**config.mk**
```make
export PLATFORM = sky130hd
export DESIGN_NAME = qsd_top
export DESIGN_NICKNAME = d
export VERILOG_FILES = /design/src/pkg/qsd_pkg.sv /design/src/core/qsd_fault_filter.sv /design/src/core/qsd_spi_shift.sv /design/src/core/qsd_top.sv
export SDC_FILE = /design/constraint.sdc
export NUM_CORES = 1
export LEC_CHECK = 0
export BUFFER_PORTS_ARGS = -buffer_cell sky130_fd_sc_hd__buf_2
export CAP_MARGIN = 20
export CORE_MARGIN = 2
export CORE_UTILIZATION = 55
export DETAILED_ROUTE_END_ITERATION = 10
export GPL_ROUTABILITY_DRIVEN = 0
export MAX_ROUTING_LAYER = met4
export PLACE_DENSITY = 0.81
export SLEW_MARGIN = 20
export SYNTH_ARGS = -nofsm -noshare
export SYNTH_HDL_FRONTEND = slang
export SYNTH_HIERARCHICAL = 1
export SYNTH_SLANG_ARGS = --single-unit
```
**constraint.sdc**
```tcl
create_clock -name ref_clk -period 3.7 [get_ports ref_clk]
set_clock_uncertainty 0.05 [all_clocks]
set_input_delay 0.74 -clock ref_clk [delete_from_list [all_inputs] [get_ports ref_clk]]
set_output_delay 0.74 -clock ref_clk [all_outputs]
set_load 0.05 [all_outputs]
```
**src/pkg/qsd_pkg.sv**
```systemverilog
package qsd_pkg;
    localparam int NUM_CH = 4;
    localparam int FRAME_BITS = 8;
    localparam int CLK_MHZ = 25;
    // fault filter time in microseconds, typical figure
    localparam int FAULT_FILTER_US = 110;
    localparam int FAULT_FILTER_CYC = FAULT_FILTER_US * CLK_MHZ;
    // frame layout: command in the top bits, data in the low nibble
    localparam int CMD_POS = 6;
    localparam int CMD_W = 2;
    localparam int DATA_POS = 0;
    localparam int DATA_W = 4;
    localparam int PAGE_POS = 0;
    localparam logic [1:0] CMD_DIAG = 2'h0;
    localparam logic [1:0] CMD_WR_OR = 2'h1;
    localparam logic [1:0] CMD_WR_AND = 2'h2;
    localparam logic [1:0] CMD_SLEEP = 2'h3;
    // reset values
    localparam logic [3:0] RST_SERIAL_ON = 4'h0;
    localparam logic RST_COMBINE_AND = 1'b0;
    localparam logic RST_PAGE = 1'b0;
    localparam logic [3:0] RST_FLAGS = 4'h0;
endpackage : qsd_pkg

```
**src/core/qsd_fault_filter.sv**
```systemverilog
`timescale 1ns/1ps
module qsd_fault_filter import qsd_pkg::*; #(
    parameter int FILTER_CYC = FAULT_FILTER_CYC
) (
    input wire logic ref_clk,
    input wire logic reset_n,
    input wire logic ce,
    input wire logic raw,
    output logic filt
);
    localparam int CW = $clog2(FILTER_CYC + 1);
    localparam logic [CW-1:0] CNT_TOP = CW'(FILTER_CYC);

    generate
        if (FILTER_CYC < 1) begin : g_bad
            $error("qsd_fault_filter: FILTER_CYC must be at least 1");
        end
    endgenerate

    typedef struct packed {
        logic [CW-1:0] cnt;
        logic filt;
    } qsd_filt_state_type;

    qsd_filt_state_type st_ff;
    qsd_filt_state_type nxt_st;

    // fault seen only once it outlasts the filter time
    always_comb begin
        nxt_st = st_ff;
        if (!raw) begin
            nxt_st.cnt = '0;
            nxt_st.filt = 1'b0;
        end else if (st_ff.cnt == CNT_TOP) begin
            nxt_st.filt = 1'b1;
        end else begin
            nxt_st.cnt = st_ff.cnt + CW'(1);
        end
    end

    always_ff @(posedge ref_clk or negedge reset_n) begin
        if (!reset_n) begin
            st_ff <= '0;
        end else if (ce) begin
            st_ff <= nxt_st;
        end
    end

    assign filt = st_ff.filt;
endmodule : qsd_fault_filter

```
**src/core/qsd_spi_shift.sv**
```systemverilog
`timescale 1ns/1ps
module qsd_spi_shift import qsd_pkg::*; (
    input wire logic ref_clk,
    input wire logic reset_n,
    input wire logic ce,
    input wire logic cs_fall,
    input wire logic cs_rise,
    input wire logic sclk_rise,
    input wire logic sclk_fall,
    input wire logic si_bit,
    input wire logic [FRAME_BITS-1:0] load_data,
    output logic so_bit,
    output logic frame_ok,
    output logic [FRAME_BITS-1:0] rx_data
);
    localparam int BW = $clog2(FRAME_BITS);

    typedef struct packed {
        logic [FRAME_BITS-1:0] sr;
        logic [BW-1:0] cnt;
        logic any_byte;
        logic so;
    } qsd_shift_state_type;

    qsd_shift_state_type st_ff;
    qsd_shift_state_type nxt_st;

    always_comb begin
        nxt_st = st_ff;
        if (cs_fall) begin
            nxt_st.sr = load_data;
            nxt_st.so = load_data[FRAME_BITS-1];
            nxt_st.cnt = '0;
            nxt_st.any_byte = 1'b0;
        end else begin
            if (sclk_rise) begin
                nxt_st.so = st_ff.sr[FRAME_BITS-1];
            end
            if (sclk_fall) begin
                nxt_st.sr = {st_ff.sr[FRAME_BITS-2:0], si_bit};
                nxt_st.cnt = st_ff.cnt + BW'(1);
                if (st_ff.cnt == BW'(FRAME_BITS - 1)) begin
                    nxt_st.any_byte = 1'b1;
                end
            end
        end
    end

    always_ff @(posedge ref_clk or negedge reset_n) begin
        if (!reset_n) begin
            st_ff <= '0;
        end else if (ce) begin
            st_ff <= nxt_st;
        end
    end

    // accepted only on a whole, nonzero number of bytes
    assign frame_ok = cs_rise && st_ff.any_byte && (st_ff.cnt == '0);
    assign rx_data = st_ff.sr;
    assign so_bit = st_ff.so;
endmodule : qsd_spi_shift

```
**src/core/qsd_top.sv**
```systemverilog
`timescale 1ns/1ps
module qsd_top import qsd_pkg::*; #(
    parameter int CH = NUM_CH,
    parameter int FILTER_CYC = FAULT_FILTER_CYC
) (
    input wire logic ref_clk,
    input wire logic reset_n,
    input wire logic ce,
    input wire logic reset_pin_n,
    input wire logic cs_n,
    input wire logic sclk,
    input wire logic si,
    output logic so_out,
    output logic so_oe,
    input wire logic input_polarity_select,
    input wire logic [CH-1:0] channel_input_pin,
    input wire logic [CH-1:0] overload_det,
    input wire logic [CH-1:0] overtemp_det,
    input wire logic [CH-1:0] cooled_det,
    input wire logic [CH-1:0] open_load_det,
    input wire logic [CH-1:0] short_ground_det,
    output logic [CH-1:0] channel_on,
    output logic [CH-1:0] current_limit,
    output logic [CH-1:0] overload_flag,
    output logic [CH-1:0] overtemp_flag,
    output logic [CH-1:0] protection_flag,
    output logic [CH-1:0] open_load_flag,
    output logic [CH-1:0] short_ground_flag,
    output logic [CH-1:0] channel_serial_on_bit,
    output logic logic_combine_select,
    output logic sleep_mode
);
    // five single pins followed by six channel groups
    localparam int SW = 5 + 6 * CH;
    // chip select and reset pin idle high, every other pin idles low
    localparam logic [SW-1:0] SYNC_IDLE = {1'b1, 3'h0, 1'b1, {(6 * CH){1'b0}}};

    generate
        if (CH != DATA_W) begin : g_bad_ch
            $error("qsd_top: CH must match the frame data width");
        end
        if (FILTER_CYC < 1) begin : g_bad_filt
            $error("qsd_top: FILTER_CYC must be at least 1");
        end
        if (FRAME_BITS != 2 * CH) begin : g_bad_frame
            $error("qsd_top: diagnosis byte must hold two channel groups");
        end
        if (CMD_POS + CMD_W > FRAME_BITS) begin : g_bad_cmd
            $error("qsd_top: command field must fit the frame");
        end
    endgenerate

    typedef struct packed {
        logic [SW-1:0] s1;
        logic [SW-1:0] s2;
        logic cs_prev;
        logic sclk_prev;
        logic [CH-1:0] serial_on;
        logic combine_and;
        logic page;
        logic sleep;
        logic [CH-1:0] ot_shut;
        logic [CH-1:0] ovl;
        logic [CH-1:0] ovt;
        logic [CH-1:0] opn;
        logic [CH-1:0] sgd;
        logic [CH-1:0] on;
        logic [CH-1:0] ilim;
        logic [CH-1:0] prot;
    } qsd_top_state_type;

    qsd_top_state_type st_ff;
    qsd_top_state_type nxt_st;

    // synchronised copies
    logic cs_s;
    logic sclk_s;
    logic si_s;
    logic prg_s;
    logic rpin_s;
    logic [CH-1:0] in_s;
    logic [CH-1:0] ovl_s;
    logic [CH-1:0] ovt_s;
    logic [CH-1:0] cool_s;
    logic [CH-1:0] opn_s;
    logic [CH-1:0] sgd_s;
    logic [SW-1:0] raw_pins;

    assign raw_pins = {cs_n, sclk, si, input_polarity_select, reset_pin_n,
                       channel_input_pin, overload_det, overtemp_det, cooled_det,
                       open_load_det, short_ground_det};
    assign {cs_s, sclk_s, si_s, prg_s, rpin_s, in_s, ovl_s, ovt_s, cool_s, opn_s, sgd_s}
        = st_ff.s2;

    // edge finding; clock edges only count while selected
    logic cs_fall;
    logic cs_rise;
    logic sclk_rise;
    logic sclk_fall;
    assign cs_fall = st_ff.cs_prev && !cs_s;
    assign cs_rise = !st_ff.cs_prev && cs_s;
    assign sclk_rise = sclk_s && !st_ff.sclk_prev && !cs_s && !st_ff.cs_prev;
    assign sclk_fall = !sclk_s && st_ff.sclk_prev && !cs_s && !st_ff.cs_prev;

    // filtered faults
    logic [CH-1:0] ovl_f;
    logic [CH-1:0] opn_f;
    logic [CH-1:0] sgd_f;
    genvar gi;
    generate
        for (gi = 0; gi < CH; gi++) begin : g_filt
            qsd_fault_filter #(.FILTER_CYC(FILTER_CYC)) u_ovl (
                .ref_clk(ref_clk),
                .reset_n(reset_n),
                .ce(ce),
                .raw(ovl_s[gi]),
                .filt(ovl_f[gi])
            );
            qsd_fault_filter #(.FILTER_CYC(FILTER_CYC)) u_opn (
                .ref_clk(ref_clk),
                .reset_n(reset_n),
                .ce(ce),
                .raw(opn_s[gi]),
                .filt(opn_f[gi])
            );
            qsd_fault_filter #(.FILTER_CYC(FILTER_CYC)) u_sgd (
                .ref_clk(ref_clk),
                .reset_n(reset_n),
                .ce(ce),
                .raw(sgd_s[gi]),
                .filt(sgd_f[gi])
            );
        end
    endgenerate

    // diagnosis byte picked by the last page request
    function automatic logic [FRAME_BITS-1:0] diag_byte(input qsd_top_state_type s);
        logic [CH-1:0] prot;
        prot = s.ovl | s.ovt;
        if (s.page) begin
            diag_byte = {s.sgd, s.serial_on};
        end else begin
            diag_byte = {prot, s.opn};
        end
    endfunction : diag_byte

    logic frame_ok;
    logic [FRAME_BITS-1:0] rx_data;
    logic so_bit;

    qsd_spi_shift u_shift (
        .ref_clk(ref_clk),
        .reset_n(reset_n),
        .ce(ce),
        .cs_fall(cs_fall),
        .cs_rise(cs_rise),
        .sclk_rise(sclk_rise),
        .sclk_fall(sclk_fall),
        .si_bit(si_s),
        .load_data(diag_byte(st_ff)),
        .so_bit(so_bit),
        .frame_ok(frame_ok),
        .rx_data(rx_data)
    );

    // command and data fields of the received byte
    logic [CMD_W-1:0] cmd;
    logic [DATA_W-1:0] cmd_data;
    logic [CH-1:0] pin_act;
    logic [CH-1:0] want_on;
    assign cmd = rx_data[CMD_POS +: CMD_W];
    assign cmd_data = rx_data[DATA_POS +: DATA_W];
    assign pin_act = prg_s ? in_s : ~in_s;

    always_comb begin
        nxt_st = st_ff;
        nxt_st.s1 = raw_pins;
        nxt_st.s2 = st_ff.s1;
        nxt_st.cs_prev = cs_s;
        nxt_st.sclk_prev = sclk_s;
        // set wins over clear except on a sleep frame or reset pin low: sticky bits keep live faults
        if (frame_ok) begin
            nxt_st.ovl = RST_FLAGS;
            nxt_st.ovt = RST_FLAGS;
            nxt_st.opn = RST_FLAGS;
            nxt_st.sgd = RST_FLAGS;
        end
        nxt_st.ovl = nxt_st.ovl | ovl_f;
        nxt_st.ovt = nxt_st.ovt | ovt_s;
        nxt_st.opn = nxt_st.opn | opn_f;
        nxt_st.sgd = nxt_st.sgd | sgd_f;
        // thermal shutdown holds until cooled
        for (int i = 0; i < CH; i++) begin
            if (ovt_s[i]) begin
                nxt_st.ot_shut[i] = 1'b1;
            end else if (cool_s[i]) begin
                nxt_st.ot_shut[i] = 1'b0;
            end
        end
        if (frame_ok) begin
            // any good frame other than sleep wakes the device
            nxt_st.sleep = 1'b0;
            // command sits in the last byte shifted in
            unique case (cmd)
                CMD_DIAG: begin
                    nxt_st.page = cmd_data[PAGE_POS];
                end
                CMD_WR_OR: begin
                    nxt_st.serial_on = cmd_data;
                    nxt_st.combine_and = 1'b0;
                end
                CMD_WR_AND: begin
                    nxt_st.serial_on = cmd_data;
                    nxt_st.combine_and = 1'b1;
                end
                CMD_SLEEP: begin
                    nxt_st.sleep = 1'b1;
                    nxt_st.serial_on = RST_SERIAL_ON;
                    nxt_st.combine_and = RST_COMBINE_AND;
                    nxt_st.page = RST_PAGE;
                    nxt_st.ovl = RST_FLAGS;
                    nxt_st.ovt = RST_FLAGS;
                    nxt_st.opn = RST_FLAGS;
                    nxt_st.sgd = RST_FLAGS;
                    nxt_st.ot_shut = RST_FLAGS;
                end
            endcase
        end
        // reset pin low overrides any frame taken in the same cycle
        if (!rpin_s) begin
            nxt_st.sleep = 1'b1;
            nxt_st.serial_on = RST_SERIAL_ON;
            nxt_st.combine_and = RST_COMBINE_AND;
            nxt_st.page = RST_PAGE;
            nxt_st.ovl = RST_FLAGS;
            nxt_st.ovt = RST_FLAGS;
            nxt_st.opn = RST_FLAGS;
            nxt_st.sgd = RST_FLAGS;
            nxt_st.ot_shut = RST_FLAGS;
        end
        // drive from pin and serial bit; thermal shutdown and sleep force off
        want_on = nxt_st.combine_and ? (pin_act & nxt_st.serial_on)
                                     : (pin_act | nxt_st.serial_on);
        nxt_st.on = want_on & ~nxt_st.ot_shut & ~ovt_s & {CH{!nxt_st.sleep}};
        nxt_st.ilim = nxt_st.on & ovl_s;
        nxt_st.prot = nxt_st.ovl | nxt_st.ovt;
    end

    // synchronisers leave reset at the pins' idle levels, so no false fault
    always_ff @(posedge ref_clk or negedge reset_n) begin
        if (!reset_n) begin
            st_ff <= '0;
            st_ff.s1 <= SYNC_IDLE;
            st_ff.s2 <= SYNC_IDLE;
            st_ff.cs_prev <= 1'b1;
            st_ff.sclk_prev <= 1'b0;
            st_ff.sleep <= 1'b1;
        end else if (ce) begin
            st_ff <= nxt_st;
        end
    end

    assign so_out = so_bit;
    // serial out released until the second selected cycle
    assign so_oe = !cs_s && !st_ff.cs_prev;
    assign channel_on = st_ff.on;
    assign current_limit = st_ff.ilim;
    assign overload_flag = st_ff.ovl;
    assign overtemp_flag = st_ff.ovt;
    assign protection_flag = st_ff.prot;
    assign open_load_flag = st_ff.opn;
    assign short_ground_flag = st_ff.sgd;
    assign channel_serial_on_bit = st_ff.serial_on;
    assign logic_combine_select = st_ff.combine_and;
    assign sleep_mode = st_ff.sleep;
endmodule : qsd_top

```
# Word-level counts from Yosys, hierarchy flattened
# Cells that the tools add are included.
[classes]
n_addsub = 13
n_mul = 0
n_div = 0
magnitude_cmp = 0
n_eq_ne = 42
shifts = 0
mux = 57
bitwise_logic = 15
n_reduce_logical = 49
[ops]
columns = ["op", "n"]
rows = [
  ["13-bit two-way mux", 13],
  ["12-bit two-way mux", 13],
  ["12-bit by 1-bit adder with 12-bit output (second input constant)", 12],
  ["12-bit equality test (second input constant)", 12],
  ["27-bit two-way mux", 2],
  ["2-bit AND reduction", 26],
  ["4-bit OR", 7],
  ["2-bit by 1-bit != test with 1-bit output (second input constant)", 13],
  ["2-bit != test (second input constant)", 12],
  ["1-bit two-way mux", 22],
  ["21-bit two-way mux", 1],
  ["4-bit bitwise AND", 5],
  ["16-bit two-way mux", 1],
  ["5-bit case mux with 3 select lines", 1],
  ["4-bit inverter", 3],
  ["1-bit logical AND", 11],
  ["4-bit two-way mux", 2],
  ["8-bit two-way mux", 1],
  ["3-bit AND reduction", 2],
  ["2-bit nonzero test", 3],
  ["1-bit logical NOT", 5],
  ["2-bit equality test (second input constant)", 2],
  ["3-bit by 1-bit adder with 3-bit output (second input constant)", 1],
  ["3-bit equality test (second input constant)", 1],
  ["5 further kinds", 5],
]
[totals]
regBits = 268
latchBits = 0
ram_bits = 0
romBits = 0
output_inout_bits = 36
word_cells = 220
n_memories = 0

# Logic depth before layout (Yosys ltp)
[depth]
ltp_word = 15
ltp_mapped = 9
depth_no_buf = 7

# Modules after synthesis
# The synthesis kept the hierarchy.
[modules_own_cells]
columns = ["module", "instances", "cells_each", "area_per_inst_um2", "seq_area_each_um2"]
rows = [
  ["qsd_fault_filter", 12, 82, 753.2, 325.3],
  ["qsd_top", 1, 386, 4620.7, 2484.9],
  ["qsd_spi_shift", 1, 77, 730.7, 325.3],
]

# Least setup slack after synthesis
# No wires, ideal clock.
[synth_path]
path_type = "reg2reg"
from = "reg st_ff, in the netlist cs_s"
to = "reg st_ff, in the netlist open_load_flag[1]"
setup_ns = 0.121
t_arrival_ns = 1.665
required_ns = 3.529
setup_slack_ns = 1.864
path_stages_with_launch = 8
n_path_buf = 2
path_cell_list = "dfstp_2 > nor2b_1 > and4b_1 > nand3_2 > and3_1 > buf_6 > buf_6 > a22o_1"
[synth_between]
elab_chain_cells = 8
[synth_lines]
columns = ["item", "line_no", "text"]
rows = [
  ["from (decl)", "qsd_top.sv:72", "qsd_top_state_type st_ff;"],
  ["from (signal assigned)", "qsd_top.sv:259", "st_ff <= nxt_st;"],
  ["1-bit logical AND (*)", "qsd_top.sv:101", "assign cs_rise = !st_ff.cs_prev && cs_s;"],
  ["net cs_rise", "qsd_top.sv:97", "logic cs_rise;"],
  ["1-bit logical AND (*) (2 in a row)", "qsd_spi_shift.sv:58", "assign frame_ok = cs_rise && st_ff.any_byte && (st_ff.cnt == '0);"],
  ["net frame_ok", "qsd_top.sv:147", "logic frame_ok;"],
  ["16-bit two-way mux", "qsd_top.sv:182", "if (frame_ok) begin"],
  ["4-bit OR", "qsd_top.sv:190", "nxt_st.opn = nxt_st.opn | opn_f;"],
  ["21-bit two-way mux", "qsd_top.sv:204", "unique case (cmd)"],
  ["27-bit two-way mux (*)", "qsd_top.sv:200", "if (frame_ok) begin"],
  ["27-bit two-way mux (*)", "qsd_top.sv:230", "if (!rpin_s) begin"],
]
# The timed path passes the listed nets; every way through them passes the cells marked *. The select of a mux whose other input is x is not followed.
# A chain may end at the register's enable or synchronous reset.

# Worst setup path after layout
[layout_path]
from = "reg st_ff, in the netlist cs_s"
to = "reg st_ff, in the netlist current_limit[2]"
[layout_between]
elab_chain_cells = 11
word_cells_on_any_way = 14
classes_between = "3 x mux; 7 x bitwise; 4 x reduce/logical"
[layout_lines]
columns = ["item", "line_no", "text"]
rows = [
  ["1-bit logical AND (*)", "qsd_top.sv:101", ""],
  ["net cs_rise", "qsd_top.sv:97", ""],
  ["1-bit logical AND (*) (2 in a row)", "qsd_spi_shift.sv:58", ""],
  ["net frame_ok", "qsd_top.sv:147", ""],
  ["27-bit two-way mux (*)", "qsd_top.sv:200", ""],
  ["27-bit two-way mux (*)", "qsd_top.sv:230", ""],
  ["4-bit OR / 4-bit bitwise AND (equally long branches)", "qsd_top.sv:243, qsd_top.sv:242", ""],
  ["4-bit two-way mux", "qsd_top.sv:242", "want_on = nxt_st.combine_and ? (pin_act & nxt_st.serial_on)"],
  ["4-bit bitwise AND (2 in a row)", "qsd_top.sv:244", "nxt_st.on = want_on & ~nxt_st.ot_shut & ~ovt_s & {CH{!nxt_st.sleep}};"],
  ["4-bit bitwise AND (*)", "qsd_top.sv:244", ""],
  ["4-bit bitwise AND (*)", "qsd_top.sv:245", "nxt_st.ilim = nxt_st.on & ovl_s;"],
]
# Marks and branches as above.

==> summary by stage <==
Power and ir drop
The static power due to leakage is 6.57 nW. Per report_power, the combinational group accounts for 13.9% of the total. Sequential cells burn 47.3% of the power. The total net switching power is 2.34 mW. Internal power comes to 5.67 mW. The switching part of the total is 29.2%. The overall power consumption is 8.01 mW. The cell area power density is 509 nW/um^2. The clock network burns 38.8% of the power. Across the VDD grid, the largest voltage drop is 0.587 mV.

Critical path
Broken down by cell family, the worst path's largest delay share belongs to simple AND/OR/NAND/NOR gates. The worst setup path is captured at a register. For this run, the slowest stage of the critical path takes 0.72 ns.

The type of element launching the critical path is a register. The buffers plus inverters on the worst setup path is 0. The critical path goes through nor2b_1, and4b_1, nor2b_1, nor3b_4, nand4_1, o221ai_1. Along the worst path, the maximum fanout reaches 22.

The arrival time at the worst endpoint is 3.19 ns. The start of the worst register-to-register path is cs_s. The critical path's most frequent cell is nor2b_1. The standard cell with the maximum stage delay on the critical path is and4b_1. For the worst setup path, the data required time is 4.10 ns. By startpoint and endpoint, the worst setup path is classified as register to register. Tracing the worst setup path back leads to its startpoint at cs_s.

Detailed routing
For this run, design rule violations remaining after detail routing come to 0. The wire length reported by the detailed router is 32500 um. The first-pass iteration count of the detailed router is 5.

The overall via count from detail_route is 11.6k. The number of vias per cell after detailed routing is 6.39. The count of nets left with antenna violations once routing finished came out at 0. The average routed wire per standard cell is 17.9 um. In this run, the number of DRC markers left after iteration 0 of detailed routing was 1129.

Cells and area
The diode insertion count for antenna repair is 0. The area of the multi-input gates is 6810 um^2. The area growth from synthesis to layout is 9.51%. In the final design database the tool counted 1514 nets. After filler insertion, the fill cell instance count of the layout stands at 2082.

In the final layout, the share of cells above drive strength 1 is 18.2%. The final cell count without fillers is 1811. In the final layout, flip-flops and latches occupy 6710 um^2.

Die
The die is 166 um tall. The die covers 27400 um^2. The number of placed I/O pins is 68.

The die outline width is 166 um. For this configuration, the core starts out at a cell density of 55.6%. The floorplan has 59 rows. The core box area is 25800 um^2.

Clock tree
Clock-pin slew was measured on the worst setup and hold paths at 0.06 ns. CTS built an H-tree with a depth of 1. The number of setup buffers added after CTS is 0. The latest clock arrival within the worst-skew pair is 0.55 ns. The cell sitting at the root of the clock tree is a clkbuf_16.

TritonCTS built the clock tree. No sink is reached through more buffers than the 3 on the longest clock path. The number of cells upsized or downsized after cts is 0. The total number of clock tree sinks is 268. The number of buffers inserted for hold repair after clock tree synthesis is 0.

The TritonCTS buffer count is 29.

Global route
Entering global routing, the biggest net connects 94 pins. The initial antenna violation count is 0. The number of global-route vias before repair is 11.1k. Global routing finished with a remaining overflow of 0. The first-pass GRT wire length is 55600 um. The global-route usage over all layers is 24.3%.

STA
Measured against its own limit, the worst slew margin works out to 36.0%. Setup repair after global routing left no endpoint under its margin. After routing, the total negative slack on setup checks comes to 0 ns. The final period demand of the worst path is 2.78 ns. The number of setup violations in the final report is 0. The number of endpoints with negative hold slack in the final report is 0. In the finished design, the share of the clock period the worst path needs comes to 75.2%. At the pin with the least slew margin, the transition time is 0.960 ns. Setup slack on the critical path of the routed design comes to 0.918 ns. The fmax is 359 MHz. The final count of pins violating max slew is 0. On the final layout, the worst hold slack is 0.171 ns.

Flow run
Across the run, the number of max-cap violations was 0.

Place
The count of buffers added on input and output ports is 67. The post-placement setup slack is 1.04 ns. The cell count after placement is 1759.

Once detailed placement completed, the half-perimeter wirelength came to 21500 um.

Yosys
The count of warnings emitted by yosys is 6. A synthesized cell averages 9.95 um^2. The combined area of all synthesized cells is 14400 um^2.

Synthesis handed over a netlist of 1445 instances. The number of nets produced by synthesis is 1504.

Run status
The flow ran to the end, and the final reports show no timing, DRC or antenna violations.

Min path
The path class of the tightest hold or removal check is input port to asynchronous set/reset pin.
[cell usage in the layout (no fill, tap or decap), types with 12 or more instances in the layout]
| cell | instances |
|---|---|
| nand4_1 | 57 |
| buf_2 | 65 |
| or4_1 | 12 |
| nand4b_1 | 17 |
| nor2b_1 | 28 |
| o311a_2 | 12 |
| or3_1 | 24 |
| o22ai_1 | 18 |
| a41oi_1 | 25 |
| o211ai_1 | 24 |
| o21ai_0 | 47 |
| nand3_2 | 14 |
| a22o_1 | 19 |
| a31oi_1 | 25 |
| o31ai_1 | 12 |
| nand2b_1 | 19 |
| and4_2 | 12 |
| mux2_2 | 61 |
| nand2_1 | 146 |
| or2_4 | 12 |
| a211o_1 | 12 |
| o41ai_1 | 12 |
| inv_1 | 70 |
| nand4bb_1 | 12 |
| clkbuf_16 | 29 |
| nand3_1 | 73 |
| dfrtp_1 | 262 |
| o32ai_1 | 12 |
| nor3b_1 | 12 |
| nor2_1 | 57 |
| and3_1 | 13 |
| nor3_1 | 13 |
| nor3_2 | 12 |
| nand3b_1 | 13 |
| ha_1 | 27 |
| a21oi_1 | 69 |
| nor4_1 | 24 |
| o221ai_1 | 28 |
[power groups by stage]
stage / clock network (mW) / logic, mW / registers [mW]
2_1_floorplan: 0 / 0.960 / 3.62
3_3_place_gp: 0 / 1.05 / 3.80
3_5_place_dp: 0 / 1.11 / 3.82
4_1_cts: 3.17 / 1.11 / 3.78
5_1_grt: 3.28 / 1.25 / 3.86
6_report: 3.11 / 1.11 / 3.79
[per-layer routing]
layer | vias to the layer above | GRT usage, % | routed length (um)
met5 | - | - | 0
met1 | 5700 | 33.7 | 14500
met4 | 0 | 6.99 | 848
met2 | 347 | 37.1 | 15100
li1 | 5461 | - | -
met3 | 64 | 4.28 | 2010
[sequential cells by signal, summed over array words and instances (netlist names), 7 cells and up]
register            cells
g_filt.u_opn/st_ff     48
g_filt.u_ovl/st_ff     48
g_filt.u_sgd/st_ff     48
nxt_st                 30
u_shift/rx_data         8
st_ff                   7
[metrics by stage]
stage	instance area, um^2	utilization [%]
4_1_cts	15700	60.9
5_1_grt	15700	60.9
2_1_floorplan	14400	-
3_3_place_gp	14700	56.9
3_5_place_dp	14700	56.9
6_report	15700	60.9
[worst paths after layout]
| check | to | slack, ns | depth (start not counted) |
|---|---|---|---|
| setup / recovery | current_limit[2] | 0.92 | 6 |
| hold / removal | g_filt[2].u_sgd/st_ff[12] | 0.17 | 1 |
| setup reg to reg | current_limit[2] | 0.92 | 6 |
| hold reg to reg | cool_s[2] | 0.44 | 2 |
| max in group asynchronous | nxt_st[48] | 2.54 | 2 |
| min in group ref_clk | nxt_st[50] | 0.37 | 2 |
[final cells by class]
cell class / count / share of cell area, %
Clock inverter: 10 / 1.14
Inverter: 71 / 1.69
Tap cell: 335 / 2.66
Multi-Input combinational cell: 1006 / 43.3
Clock buffer: 42 / 5.43
Timing Repair Buffer: 79 / 3.15
Sequential cell: 268 / 42.6
No activity file was read; power rests on OpenSTA's default activity.
